### src/irqc_pkg.sv
// Purpose: constants shared by the interrupt flag and vector controller
// Assumes: 32-bit apb data, one aligned word per register
// Notes: byte offsets, bit positions, reset values and counts live here
package irqc_pkg;

    // ==================================================================
    // register byte offsets
    localparam logic [7:0] OFF_CTRL = 8'h00; // irq_control_reg
    localparam logic [7:0] OFF_PFLAG = 8'h04; // periph_flag_reg
    localparam logic [7:0] OFF_PEN = 8'h08; // periph_enable_reg
    localparam logic [7:0] OFF_OPTION = 8'h0C; // option bits, edge select
    localparam logic [7:0] OFF_TIMER = 8'h10; // timer0_count
    localparam logic [7:0] OFF_STATUS = 8'h14; // core-side state, read only

    // ==================================================================
    // irq_control_reg bit positions
    localparam int unsigned B_GIE = 7; // global_irq_enable
    localparam int unsigned B_PERIPH_GROUP_ENABLE = 6; // periph_group_enable
    localparam int unsigned B_T0IE = 5; // timer0_wrap_enable
    localparam int unsigned B_EXTIE = 4; // ext_pin_enable
    localparam int unsigned B_PCIE = 3; // port_change_enable
    localparam int unsigned B_T0IF = 2; // timer0_wrap_flag
    localparam int unsigned B_EXTIF = 1; // ext_pin_flag
    localparam int unsigned B_PCIF = 0; // port_change_flag
    localparam int unsigned B_EDGE = 6; // ext_edge_select in option reg

    // ==================================================================
    // reset values
    localparam logic [7:0] RST_CTRL = 8'h00;
    localparam logic [7:0] RST_PFLAG = 8'h00;
    localparam logic [7:0] RST_PEN = 8'h00;
    localparam logic [7:0] RST_OPTION = 8'hFF;
    localparam logic [7:0] RST_TIMER = 8'h00;
    localparam logic [7:0] FLAG_MASK = 8'h07; // software write-one-to-clear bits

    // ==================================================================
    // vectoring
    localparam logic [12:0] VECTOR_ADDR = 13'h0004;
    localparam int unsigned MAX_SOURCES = 17;
    localparam int unsigned CORE_SOURCES = 3;
    localparam logic [1:0] LAT_BOUNDS = 2'h2; // boundaries waited before vector
    localparam logic [2:0] SHARED_TOP = 3'h7; // upper 16 bytes of a bank

endpackage : irqc_pkg

### src/irqc_evt_detect.sv
// Purpose: edge detect on the external pin and change detect on port b
// Assumes: pins are synchronous to pclk
// Notes: first clock after reset only primes the history
`timescale 1ns/1ns
module irqc_evt_detect
(
    // clock and reset
    input wire logic pclk,
    input wire logic presetn,
    // pins and selection
    input wire logic ext_irq_pin,
    input wire logic [3:0] port_b_pins,
    input wire logic ext_edge_select,
    // event pulses
    output logic ext_evt,
    output logic port_evt
);
    import irqc_pkg::*;

    logic ext_prev_r; // last sampled pin level
    logic [3:0] port_prev_r; // last sampled upper nibble
    logic primed_r; // history valid
    wire rise_w = ext_irq_pin & ~ext_prev_r;
    wire fall_w = ~ext_irq_pin & ext_prev_r;

    // ==================================================================
    // edge selection and change compare
    assign ext_evt = primed_r & (ext_edge_select ? rise_w : fall_w);
    assign port_evt = primed_r & (|(port_b_pins ^ port_prev_r));

    // history registers
    always_ff @(posedge pclk or negedge presetn)
    begin
        if (!presetn)
        begin
            ext_prev_r <= 1'b0;
            port_prev_r <= 4'h0;
            primed_r <= 1'b0;
        end
        else
        begin
            ext_prev_r <= ext_irq_pin;
            port_prev_r <= port_b_pins;
            primed_r <= 1'b1;
        end
    end

endmodule : irqc_evt_detect

### src/irqc_ctx_ram.sv
// Purpose: shared 16-byte context store seen from every data bank
// Assumes: core data port with bank select and 7-bit address
// Notes: read data is registered, one cycle after the address
`timescale 1ns/1ns
module irqc_ctx_ram
#(
    parameter int unsigned DEPTH = 16
)
(
    // clock and reset
    input wire logic pclk,
    input wire logic presetn,
    // core data port
    input wire logic [1:0] bank,
    input wire logic [6:0] addr,
    input wire logic wr_en,
    input wire logic [7:0] wr_data,
    output logic [7:0] rd_data_r,
    output logic hit_r
);
    import irqc_pkg::*;

    logic [7:0] mem [DEPTH]; // common storage, no bank bits in index
    wire hit_w = (addr[6:4] == SHARED_TOP);
    wire [3:0] idx_w = addr[3:0];
    wire unused_bank_w = ^bank; // bank deliberately ignored

    // ==================================================================
    // storage write, same cell for all banks
    always_ff @(posedge pclk)
    begin
        if (wr_en && hit_w)
        begin
            mem[idx_w] <= wr_data;
        end
    end

    // registered read
    always_ff @(posedge pclk or negedge presetn)
    begin
        if (!presetn)
        begin
            rd_data_r <= 8'h00;
            hit_r <= 1'b0;
        end
        else
        begin
            rd_data_r <= hit_w ? mem[idx_w] : 8'h00;
            hit_r <= hit_w & ~(unused_bank_w & 1'b0);
        end
    end

endmodule : irqc_ctx_ram

### src/irqc_ctrl.sv
// Purpose: interrupt flag latching, masking and vectoring for the core
// Assumes: apb register access; instr_boundary pulses once per instruction
// Notes: flags are write-one-to-clear; a set in the same cycle wins
//
// Overview of operation
// - at most seventeen interrupt sources in total
// - flags set regardless of any enable
// - global enable permits or blocks all requests
// - enabled pending request vectors on the third instruction boundary
// - every reset clears the global enable
// - accept: clear global enable, push, load 0004h
// - return from interrupt sets global enable again
// - peripheral flags gated by enables and group enable
// - pin events serviced three or four instructions later
// - external pin edge chosen by edge select
// - external edge sets bit 1, enable bit 4
// - external pin wakes sleep; global enable decides vector
// - timer wrap FFh to 00h sets bit 2
// - port b upper nibble change sets bit 0
// - only the return address is saved
// - top 16 bytes of each bank are shared
// - wake-up cause visible in flag bits
`timescale 1ns/1ns
module irqc_ctrl
#(
    parameter int unsigned PERIPH_W = 8 // peripheral sources in periph_flag_reg
)
(
    // apb slave
    input wire logic pclk,
    input wire logic presetn,
    input wire logic psel,
    input wire logic penable,
    input wire logic pwrite,
    input wire logic [7:0] paddr,
    input wire logic [31:0] pwdata,
    output logic [31:0] prdata,
    output logic pready,
    output logic pslverr,
    // interrupt sources
    input wire logic ext_irq_pin,
    input wire logic [3:0] port_b_pins,
    input wire logic timer0_tick,
    input wire logic [PERIPH_W-1:0] periph_evt,
    // core handshake
    input wire logic instr_boundary,
    input wire logic return_from_interrupt,
    input wire logic sleep_enter,
    output logic vector_load,
    output logic [12:0] vector_addr,
    output logic ret_push,
    output logic wake,
    output logic irq,
    // shared context store
    input wire logic [1:0] ctx_bank,
    input wire logic [6:0] ctx_addr,
    input wire logic ctx_wr,
    input wire logic [7:0] ctx_wdata,
    output logic [7:0] ctx_rdata,
    output logic ctx_hit
);
    import irqc_pkg::*;

    // ==================================================================
    // types and state
    typedef enum logic [2:0] {
        ST_RUN = 3'b001, // executing, no request counted
        ST_PEND = 3'b010, // enabled request waiting for boundaries
        ST_SLEEP = 3'b100 // halted until an enabled flag rises
    } irqc_state_e;

    irqc_state_e state_r, state_nxt;
    logic [7:0] ctrl_r, ctrl_nxt; // irq_control_reg
    logic [PERIPH_W-1:0] pflag_r, pflag_nxt; // periph_flag_reg
    logic [PERIPH_W-1:0] pen_r; // periph_enable_reg
    logic [7:0] option_r; // option bits
    logic [7:0] timer_r, timer_nxt; // timer0_count
    logic [1:0] bound_cnt_r, bound_cnt_nxt; // boundaries seen while pending
    logic in_handler_r, in_handler_nxt; // between vector and return
    logic vector_load_r, ret_push_r, wake_r, irq_r;
    logic [31:0] prdata_r;
    logic pready_r, pslverr_r;

    // source count must fit the documented total
    localparam int unsigned NUM_SOURCES = CORE_SOURCES + PERIPH_W;
    if (NUM_SOURCES > MAX_SOURCES)
    begin : g_too_many
        // stops elaboration when the peripheral width breaks the source cap
        $error("irqc_ctrl: more interrupt sources than the cap allows");
    end

    // ==================================================================
    // bus decode
    wire setup_w = psel & ~penable;
    wire access_w = psel & penable & pready_r;
    wire wr_w = access_w & pwrite;
    wire sel_ctrl_w = (paddr == OFF_CTRL);
    wire sel_pflag_w = (paddr == OFF_PFLAG);
    wire sel_pen_w = (paddr == OFF_PEN);
    wire sel_opt_w = (paddr == OFF_OPTION);
    wire sel_tmr_w = (paddr == OFF_TIMER);
    wire sel_stat_w = (paddr == OFF_STATUS);
    wire mapped_w = sel_ctrl_w | sel_pflag_w | sel_pen_w | sel_opt_w | sel_tmr_w | sel_stat_w;
    wire wr_ctrl_w = wr_w & sel_ctrl_w;
    wire wr_pflag_w = wr_w & sel_pflag_w;
    wire wr_tmr_w = wr_w & sel_tmr_w;

    // pads a peripheral-width vector into a data word
    function automatic logic [31:0] widen(input logic [PERIPH_W-1:0] v);
        logic [31:0] w;
        w = 32'h0000_0000;
        w[PERIPH_W-1:0] = v;
        return w;
    endfunction : widen

    // ==================================================================
    // event sources
    logic ext_evt_w, port_evt_w;
    irqc_evt_detect u_evt (
        .pclk(pclk),
        .presetn(presetn),
        .ext_irq_pin(ext_irq_pin),
        .port_b_pins(port_b_pins),
        .ext_edge_select(option_r[B_EDGE]),
        .ext_evt(ext_evt_w),
        .port_evt(port_evt_w)
    );

    // shared context store
    irqc_ctx_ram #(.DEPTH(16)) u_ctx (
        .pclk(pclk),
        .presetn(presetn),
        .bank(ctx_bank),
        .addr(ctx_addr),
        .wr_en(ctx_wr),
        .wr_data(ctx_wdata),
        .rd_data_r(ctx_rdata),
        .hit_r(ctx_hit)
    );

    // timer wrap when counting from all ones
    wire wrap_w = timer0_tick & (timer_r == 8'hFF) & ~wr_tmr_w;

    // ==================================================================
    // request masking
    wire ext_req_w = ctrl_r[B_EXTIF] & ctrl_r[B_EXTIE];
    wire tmr_req_w = ctrl_r[B_T0IF] & ctrl_r[B_T0IE];
    wire pc_req_w = ctrl_r[B_PCIF] & ctrl_r[B_PCIE];
    wire per_req_w = (|(pflag_r & pen_r)) & ctrl_r[B_PERIPH_GROUP_ENABLE];
    wire any_req_w = ext_req_w | tmr_req_w | pc_req_w | per_req_w;
    wire take_w = any_req_w & ctrl_r[B_GIE];
    wire fire_w = take_w & instr_boundary & (bound_cnt_r == LAT_BOUNDS);

    // ==================================================================
    // flag and enable next values
    always_comb
    begin
        ctrl_nxt = ctrl_r;
        pflag_nxt = pflag_r;
        timer_nxt = timer_r;
        // software write: enables stored, flags cleared by ones
        if (wr_ctrl_w)
        begin
            ctrl_nxt = (pwdata[7:0] & ~FLAG_MASK) | (ctrl_r & FLAG_MASK & ~pwdata[7:0]);
        end
        if (wr_pflag_w)
        begin
            pflag_nxt = pflag_r & ~pwdata[PERIPH_W-1:0];
        end
        // timer count, software load wins over the tick
        if (wr_tmr_w)
        begin
            timer_nxt = pwdata[7:0];
        end
        else if (timer0_tick)
        begin
            timer_nxt = timer_r + 8'h01;
        end
        // return re-arms, acceptance disarms
        if (return_from_interrupt)
        begin
            ctrl_nxt[B_GIE] = 1'b1;
        end
        if (fire_w)
        begin
            ctrl_nxt[B_GIE] = 1'b0;
        end
        // hardware sets win over any clear, independent of enables
        ctrl_nxt[B_EXTIF] = ctrl_nxt[B_EXTIF] | ext_evt_w;
        ctrl_nxt[B_T0IF] = ctrl_nxt[B_T0IF] | wrap_w;
        ctrl_nxt[B_PCIF] = ctrl_nxt[B_PCIF] | port_evt_w;
        pflag_nxt = pflag_nxt | periph_evt;
    end

    // ==================================================================
    // sequencing: pending count, sleep and wake
    wire wake_src_w = ext_req_w | tmr_req_w | pc_req_w | per_req_w;

    always_comb
    begin
        state_nxt = state_r;
        bound_cnt_nxt = bound_cnt_r;
        in_handler_nxt = in_handler_r;
        unique case (state_r)
            ST_RUN:
            begin
                bound_cnt_nxt = 2'h0;
                if (sleep_enter)
                begin
                    state_nxt = ST_SLEEP;
                end
                else if (take_w)
                begin
                    state_nxt = ST_PEND;
                end
            end
            ST_PEND:
            begin
                // count boundaries, vector on the last one
                if (!take_w)
                begin
                    state_nxt = ST_RUN;
                end
                else if (fire_w)
                begin
                    state_nxt = ST_RUN;
                    in_handler_nxt = 1'b1;
                end
                else if (instr_boundary)
                begin
                    bound_cnt_nxt = bound_cnt_r + 2'h1;
                end
            end
            ST_SLEEP:
            begin
                bound_cnt_nxt = 2'h0;
                if (wake_src_w)
                begin
                    state_nxt = ctrl_r[B_GIE] ? ST_PEND : ST_RUN;
                end
            end
        endcase
        if (return_from_interrupt)
        begin
            in_handler_nxt = 1'b0;
        end
    end

    // ==================================================================
    // bus answer: ready one cycle after setup, read data captured then
    wire [31:0] rd_mux_w =
        sel_ctrl_w ? {24'h00_0000, ctrl_r} :
        sel_pflag_w ? widen(pflag_r) :
        sel_pen_w ? widen(pen_r) :
        sel_opt_w ? {24'h00_0000, option_r} :
        sel_tmr_w ? {24'h00_0000, timer_r} :
        sel_stat_w ? {27'h000_0000, in_handler_r, state_r, irq_r} :
        32'h0000_0000;

    // bus response registers
    always_ff @(posedge pclk or negedge presetn)
    begin
        if (!presetn)
        begin
            pready_r <= 1'b0;
            pslverr_r <= 1'b0;
            prdata_r <= 32'h0000_0000;
        end
        else
        begin
            pready_r <= setup_w;
            pslverr_r <= setup_w & ~mapped_w;
            prdata_r <= (setup_w & ~pwrite) ? rd_mux_w : 32'h0000_0000;
        end
    end

    // ==================================================================
    // register file
    always_ff @(posedge pclk or negedge presetn)
    begin
        if (!presetn)
        begin
            ctrl_r <= RST_CTRL;
            pflag_r <= '0;
            pen_r <= '0;
            option_r <= RST_OPTION;
            timer_r <= RST_TIMER;
        end
        else
        begin
            ctrl_r <= ctrl_nxt;
            pflag_r <= pflag_nxt;
            timer_r <= timer_nxt;
            if (wr_w && sel_pen_w)
            begin
                pen_r <= pwdata[PERIPH_W-1:0];
            end
            if (wr_w && sel_opt_w)
            begin
                option_r <= pwdata[7:0];
            end
        end
    end

    // ==================================================================
    // state and core strobes
    always_ff @(posedge pclk or negedge presetn)
    begin
        if (!presetn)
        begin
            state_r <= ST_RUN;
            bound_cnt_r <= 2'h0;
            in_handler_r <= 1'b0;
            vector_load_r <= 1'b0;
            ret_push_r <= 1'b0;
            wake_r <= 1'b0;
            irq_r <= 1'b0;
        end
        else
        begin
            state_r <= state_nxt;
            bound_cnt_r <= bound_cnt_nxt;
            in_handler_r <= in_handler_nxt;
            vector_load_r <= fire_w;
            ret_push_r <= fire_w;
            wake_r <= (state_r == ST_SLEEP) & wake_src_w;
            irq_r <= take_w;
        end
    end

    // ==================================================================
    // outputs straight from flip-flops, vector address a constant
    assign prdata = prdata_r;
    assign pready = pready_r;
    assign pslverr = pslverr_r;
    assign vector_load = vector_load_r;
    assign vector_addr = VECTOR_ADDR;
    assign ret_push = ret_push_r;
    assign wake = wake_r;
    assign irq = irq_r;

endmodule : irqc_ctrl

### config.mk
export PLATFORM = sky130hd
export DESIGN_NAME = irqc_ctrl
export DESIGN_NICKNAME = d
export VERILOG_FILES = /design/src/irqc_pkg.sv /design/src/irqc_evt_detect.sv /design/src/irqc_ctx_ram.sv /design/src/irqc_ctrl.sv
export SDC_FILE = /design/constraint.sdc
export NUM_CORES = 1
export LEC_CHECK = 0
export BUFFER_PORTS_ARGS = -buffer_cell sky130_fd_sc_hd__buf_2
export CAP_MARGIN = 20
export CORE_MARGIN = 3
export CORE_UTILIZATION = 55
export DETAILED_ROUTE_END_ITERATION = 8
export PLACE_DENSITY_LB_ADDON = 0.2
export REMOVE_ABC_BUFFERS = 1
export SLEW_MARGIN = 10
export SYNTH_ARGS = -nofsm -noshare
export SYNTH_HDL_FRONTEND = slang
export SYNTH_SLANG_ARGS = --single-unit
### constraint.sdc
create_clock -name pclk -period 1.8 [get_ports pclk]
set_input_delay 0.27 -clock pclk [delete_from_list [all_inputs] [get_ports pclk]]
set_output_delay 0.27 -clock pclk [all_outputs]
set_load 0.02 [all_outputs]
Word level (Yosys, flattened, before mapping). Memory sizes are Yosys's and may differ from the RTL's. Cells that the tools add are included.

Equality and inequality tests: 17. Multiplexer cells: 32. Order comparisons: 0. Div/mod/pow operators: 0. $mul: 0. Reductions and logical operators: 15. Bitwise logic cells: 47. $add $sub $neg: 2. Shift-type cells: 0.

Operator list (count): 2-to-1 mux 8 bit (11); bitwise AND 1 bit (23); bitwise AND 8 bit (2); == test 8 x 4 -> 1 bit (second input constant) (2); == test 8 x 5 -> 1 bit (second input constant) (2); OR 8 bit (2); 2-to-1 mux 3 bit (5); OR 1 bit (11); 2-to-1 mux 1 bit (9); one-hot mux 3 bit (3 select lines) (1); AND reduction 3 bit (3); adder 8 x 1 -> 8 bit (second input constant) (1); bitwise AND 3 x 8 -> 8 bit (1); == test 8 x 3 -> 1 bit (second input constant) (1); == test 8 bit (second input constant) (1); logical NOT 8 bit (1); 2-to-1 mux 2 bit (4); inequality test 2 bit (second input constant) (4); inverter 8 bit (1); nonzero test 2 bit (4); OR reduction 8 bit (1); == test 3 bit (second input constant) (2); inequality test 3 bit (second input constant) (2); inverter 1 bit (6); other kinds (11) (13).

Flip-flop bits (word level): 74. Memory bits (writable): 128. Memories kept: 1. Logic and storage cells: 135. Memory bits (read-only): 0. Bits in latches: 0. Output and inout port bits: 60.

Memory list: u_ctx.mem (words 16, width 8, rd ports 1, clocked after Yosys merged registers in 0, write ports 1, line irqc_ctx_ram.sv:23) `logic [7:0] mem [DEPTH];`.

Depth between registers and ports, before layout.
Word-level depth: 11. Mapped depth: 7. Gate-level depth less buffers: 7.

Cells and area by module. From an unflattened synthesis, not the netlist that was laid out.

Cells, all modules: 599. Area total of the unflattened synthesis: 8787.2 um^2.

By module, submodules not included: irqc_ctx_ram (sequential area each 4068.9 um^2, cells an instance 253, times used 1, area each 5273.8 um^2); irqc_ctrl (sequential area each 1487.7 um^2, cells an instance 331, times used 1, area each 3289.4 um^2); irqc_evt_detect (sequential area each 150.1 um^2, cells an instance 15, times used 1, area each 224.0 um^2).

Worst setup path before layout. OpenSTA, ideal clock, no wires.

Path type: input to register. Start: in ctx_addr[1]. End: mem u_ctx.mem[0][0], enable pin. Data required time: 1.417 ns. Path buffers: 2. Stages on the path: 4. Setup slack: -0.305 ns. Data arrival time: 1.721 ns. Setup time: 0.383 ns. Path through: clkbuf_1 > clkbuf_1 > or3_1 > nor3_1.

RTL lines: start, declared (line irqc_ctrl.sv:56) `input wire logic [6:0] ctx_addr,`; end, declared (line irqc_ctx_ram.sv:23).

Straight into the memory's write port.

Final worst setup path.
Start: reg pen_r[2]. End: reg bound_cnt_r[1].

Cells in the longest elaborated chain, start to end: 9. Elaborated cells on any way between the ends: 10. Those cells by class: eq/ne (2); bitwise (6); reduce/logical (2).

Ends and longest elaborated chain: start, declared (line irqc_ctrl.sv:75) `logic [PERIPH_W-1:0] pen_r;`; start signal, assigned (line irqc_ctrl.sv:296) `pen_r <= pwdata[PERIPH_W-1:0];`; bitwise AND 8 bit * (line irqc_ctrl.sv:149) `wire per_req_w = (|(pflag_r & pen_r)) & ctrl_r[B_PERIPH_GROUP_ENABLE];`; OR reduction 8 bit * (line irqc_ctrl.sv:149); bitwise AND 1 bit * (line irqc_ctrl.sv:149); OR 1 bit * (line irqc_ctrl.sv:150) `wire any_req_w = ext_req_w | tmr_req_w | pc_req_w | per_req_w;`; bitwise AND 1 bit * (line irqc_ctrl.sv:151) `wire take_w = any_req_w & ctrl_r[B_GIE];`; bitwise AND 1 bit (2 in series) (line irqc_ctrl.sv:152) `wire fire_w = take_w & instr_boundary & (bound_cnt_r == LAT_BOUNDS);`; inequality test 2 bit (no line); AND reduction 3 bit (no line) *; end signal, assigned (line irqc_ctrl.sv:322) `bound_cnt_r <= bound_cnt_nxt;`; end, declared (line irqc_ctrl.sv:78) `logic [1:0] bound_cnt_r, bound_cnt_nxt;`.

Mark *: on every way between the ends. The rest lies on a longest branch, timed or not. A chain may end at the register's enable or synchronous reset.

==> metrics.log <==
INFO  metric result_of_the_run = completed
INFO  metric final_count_of_pins_violating_max_slew = 0
INFO  metric antenna_found_initial = 1
INFO  metric cts_tree = done
INFO  metric final_cell_mix = sky130_fd_sc_hd__edfxtp_1 (128), sky130_fd_sc_hd__buf_2 (75), sky130_fd_sc_hd__dfrtp_1 (65), sky130_fd_sc_hd__buf_4 (41), sky130_fd_sc_hd__conb_1 (38)
INFO  metric routabilityCongestion = 0.872
INFO  metric path_class = reg2reg
INFO  metric drt_iter0_markers = between 300 and 400
INFO  metric clock_latency = 0.49 ns
INFO  metric die-area = around 17000 um^2
INFO  metric critical_path.reg2reg.startpoint = pen_r[2]
INFO  metric grt_usage = between 20% and 30%
INFO  metric chipHeight = roughly 130 um
INFO  metric layout-drive-gt1-share = 30.9%
INFO  metric maximum_number_of_pins_on_one_net_before_global_route_repair = 46
INFO  metric power-per-cell-area = between 1000 and 1500 nW/um^2
INFO  metric r2r.worst_path.cells = 5
INFO  metric detail_route.drc_violations = 0
INFO  metric floorplan.io_pins = 140
INFO  metric totalNegativeSetupSlack = 0 ns
INFO  metric initial_utilization = 56.5%
INFO  metric global_route_wire_length_before_repair = 29.2 mm
INFO  metric cts.repair_timing.setup_buffer_count = 0
INFO  metric slowest_delay = ~0.40 ns
INFO  metric hold_path_depth = 3
INFO  metric critical_path.slowest_cell = sky130_fd_sc_hd__dfrtp_1
INFO  metric synth_warnings = 0
INFO  metric placement.io_buffers = 76
INFO  metric total_power = 10.3 mW
INFO  metric final.setup_skew = between 0.01 and 0.015 ns
INFO  metric globalRoute.totalOverflow = 0
INFO  metric area_growth_syn_to_layout = 17.6%
INFO  metric width_of_the_die = 131 um
INFO  metric drt_pre_antenna_iters = 5
INFO  metric syn_inst = ~570
INFO  metric clock_path_buffers = 3
INFO  metric syn-mean-instance-area = ~15 um^2
INFO  metric worst_ep_arrival_time = approximately 2.1 ns
INFO  metric layout.core_utilization = about two thirds
INFO  metric fp-row-count = between 40 and 50
INFO  metric most_common_cell_after_layout_fill_and_taps_aside = sky130_fd_sc_hd__edfxtp_1
INFO  metric detailed_route_wl = approximately 18 mm
INFO  metric setup_repair_after_global_routing_missed_its_margin = false
INFO  metric synthDistinctLibCells = 52
INFO  metric crit_required = between 2 and 2.5 ns
INFO  metric ys.flop_type = sky130_fd_sc_hd__edfxtp_1
INFO  metric setup_viol_count_final = 0
INFO  metric ys_ff_latch = just over 200
INFO  metric postSynth.asyncResetShare = between 30 and 40%
INFO  metric cts-buffers-inserted = 21
INFO  metric timing.final.hold_violations = 0
INFO  metric worst_setup_hold_path_clk_slew = around 0.06 ns
INFO  metric cts.htree.levels = 1
INFO  metric tmin_final = 1.71 ns
INFO  metric detailedPlacementHpwl = around 13 mm
INFO  metric cp_cell_sequence = a22oi_1 -> nand4_1 -> a21bo_2 -> a21oi_2 -> mux2_2
INFO  metric min_period_over_period = between 90% and 100%
INFO  metric critical_path_peak_fanout = 3
INFO  metric critical_register_to_register_path_endpoint = bound_cnt_r[1]
INFO  metric first_global_vias = 5428
INFO  metric route.vias.total = slightly above 5000
INFO  metric min-delay-start = psel
INFO  metric hold_path.class = in2reg
INFO  metric synth-edff-count = about 130
INFO  metric vdd_ir_max = about 900 uV
INFO  metric core_area = 15300 um^2
INFO  metric cts_num_sinks = around 200
INFO  metric endpoint_type_of_the_worst_setup_path = flip-flop
INFO  metric power.static_leakage = about 4.0 nW
INFO  metric final_antenna_net_count = 0
INFO  metric cts-root-buf = sky130_fd_sc_hd__clkbuf_16
INFO  metric fillerInstances = about 1100
INFO  metric worst-r2r-setup-slack = just under 0.09 ns
INFO  metric hold_end = pready
INFO  metric final_routed_wire_length_divided_by_cell_count = 20.0 um
INFO  metric via_per_inst = approximately 5.6
INFO  metric synth.cell_area = 8620 um^2
INFO  metric achievable-frequency = just under 0.6 GHz
INFO  metric crit_path_start_kind = flip-flop
INFO  metric synth_sequential_area_ratio = 66.2%
INFO  metric number_of_maximum_capacitance_constraint_violations = 0
INFO  metric nNetsFinal = around 780
[stage by stage]
step	setup WS (ns)	instances	hold WS (ns)	cell area (um^2)
after floorplan	-0.122	538	-0.0256	8350
after CTS	0.0384	919	0.0420	10100
after global routing	0.0654	920	0.0664	10100
final	0.0881	920	0.0522	10100
after global placement	-0.196	869	0.210	9370
after detailed placement	-0.214	869	0.222	9370
[cell families after synthesis]
kind of cell	count (synthesis)	share of synthesized area (%)
buffers and inverters	73	4.99
adder cells (fa/ha/maj)	2	0.290
XOR/XNOR	13	1.32
flip-flops	202	66.2
other	2	0.0871
multiplexers	77	14.0
AO/OA/AOI/OAI	82	6.16
AND/OR/NAND/NOR	118	6.90
[registers in the layout, indices dropped and copies added, names as in the netlist, 3 cells and up]
register / flops
u_evt.port_prev_r: 4
option_r: 8
pflag_r: 8
pen_r: 8
prdata: 8
u_ctx.mem: 128
state_r: 3
u_ctx.rd_data_r: 8
timer_r: 8
ctrl_r: 8
[layer usage]
metal,global-route usage (%),share of wire [%],up-vias
met5,0,0,-
met4,7.41,3.6,0
met1,27.6,41,2628
li1,-,-,2333
met2,36.8,51,168
met3,3.64,4.9,51
[report_power, final]
group          switching [mW]  leakage, nW  internal (mW)  total (mW)
sequential              0.185         2.06           5.10        5.29
clock                    1.64        0.296           2.22        3.86
combinational           0.665         1.61          0.490        1.15
total                    2.49         3.96           7.81        10.3
[what timing repair did]
action                                  4_1_cts  5_1_grt
gates resized for setup                       0        1
hold buffers                                 15        0
endpoints found under the hold margin        39        0
endpoints found under the setup margin        0        1
[worst max-delay path by stage]
stage                     start              end  slack, ns  cells after the start
floorplan           ctx_addr[6]  u_ctx.mem[0][0]      -0.12                      4
global placement       paddr[1]         pen_r[7]      -0.20                      6
detailed placement     paddr[1]         pen_r[4]      -0.21                      6
CTS                    pen_r[2]   bound_cnt_r[1]       0.04                      5
global route          ctrl_r[5]   bound_cnt_r[1]       0.07                      4
finish                 pen_r[2]   bound_cnt_r[1]       0.09                      5
[critical path, delay by kind of cell, from the launching register on]
kind / cells / cell delay (ns)
flip-flops: 1 / 0.40
AO/OA/AOI/OAI: 3 / 0.73
multiplexers: 1 / 0.35
AND/OR/NAND/NOR: 1 / 0.12
[area by class of cell]
type | instances | area [um^2] | area share [%]
Sequential cell | 202 | 5710 | 56.3
Multi-Input combinational cell | 330 | 2620 | 25.8
Timing Repair Buffer | 135 | 913 | 9.01
Clock buffer | 29 | 576 | 5.68
Tap cell | 211 | 264 | 2.60
Clock inverter | 6 | 33.8 | 0.333
Inverter | 6 | 22.5 | 0.222
Antenna cell | 1 | 2.50 | 0.0247
[Yosys cell counts (all sizes together), types with 3 or more instances]
master / number / area share, %
edfxtp: 128 / 45
dfrtp: 65 / 19
buf: 51 / 4.0
nand2: 36 / 1.6
mux4: 33 / 8.6
nor2: 30 / 1.3
mux2i: 23 / 2.7
o21ai: 22 / 1.3
mux2: 21 / 2.7
clkbuf: 16 / 0.71
o22ai: 14 / 1.0
a22oi: 12 / 1.0
a21oi: 11 / 0.64
nor3: 10 / 0.71
dfstp: 9 / 2.7
a21o: 8 / 0.70
nand2b: 8 / 0.58
nand4: 8 / 0.58
nor2b: 7 / 0.51
xnor2: 7 / 0.71
inv: 6 / 0.26
xor2: 6 / 0.61
nand3: 4 / 0.23
and3: 3 / 0.25
nor4: 3 / 0.22
No activity file was read; power rests on OpenSTA's default activity.
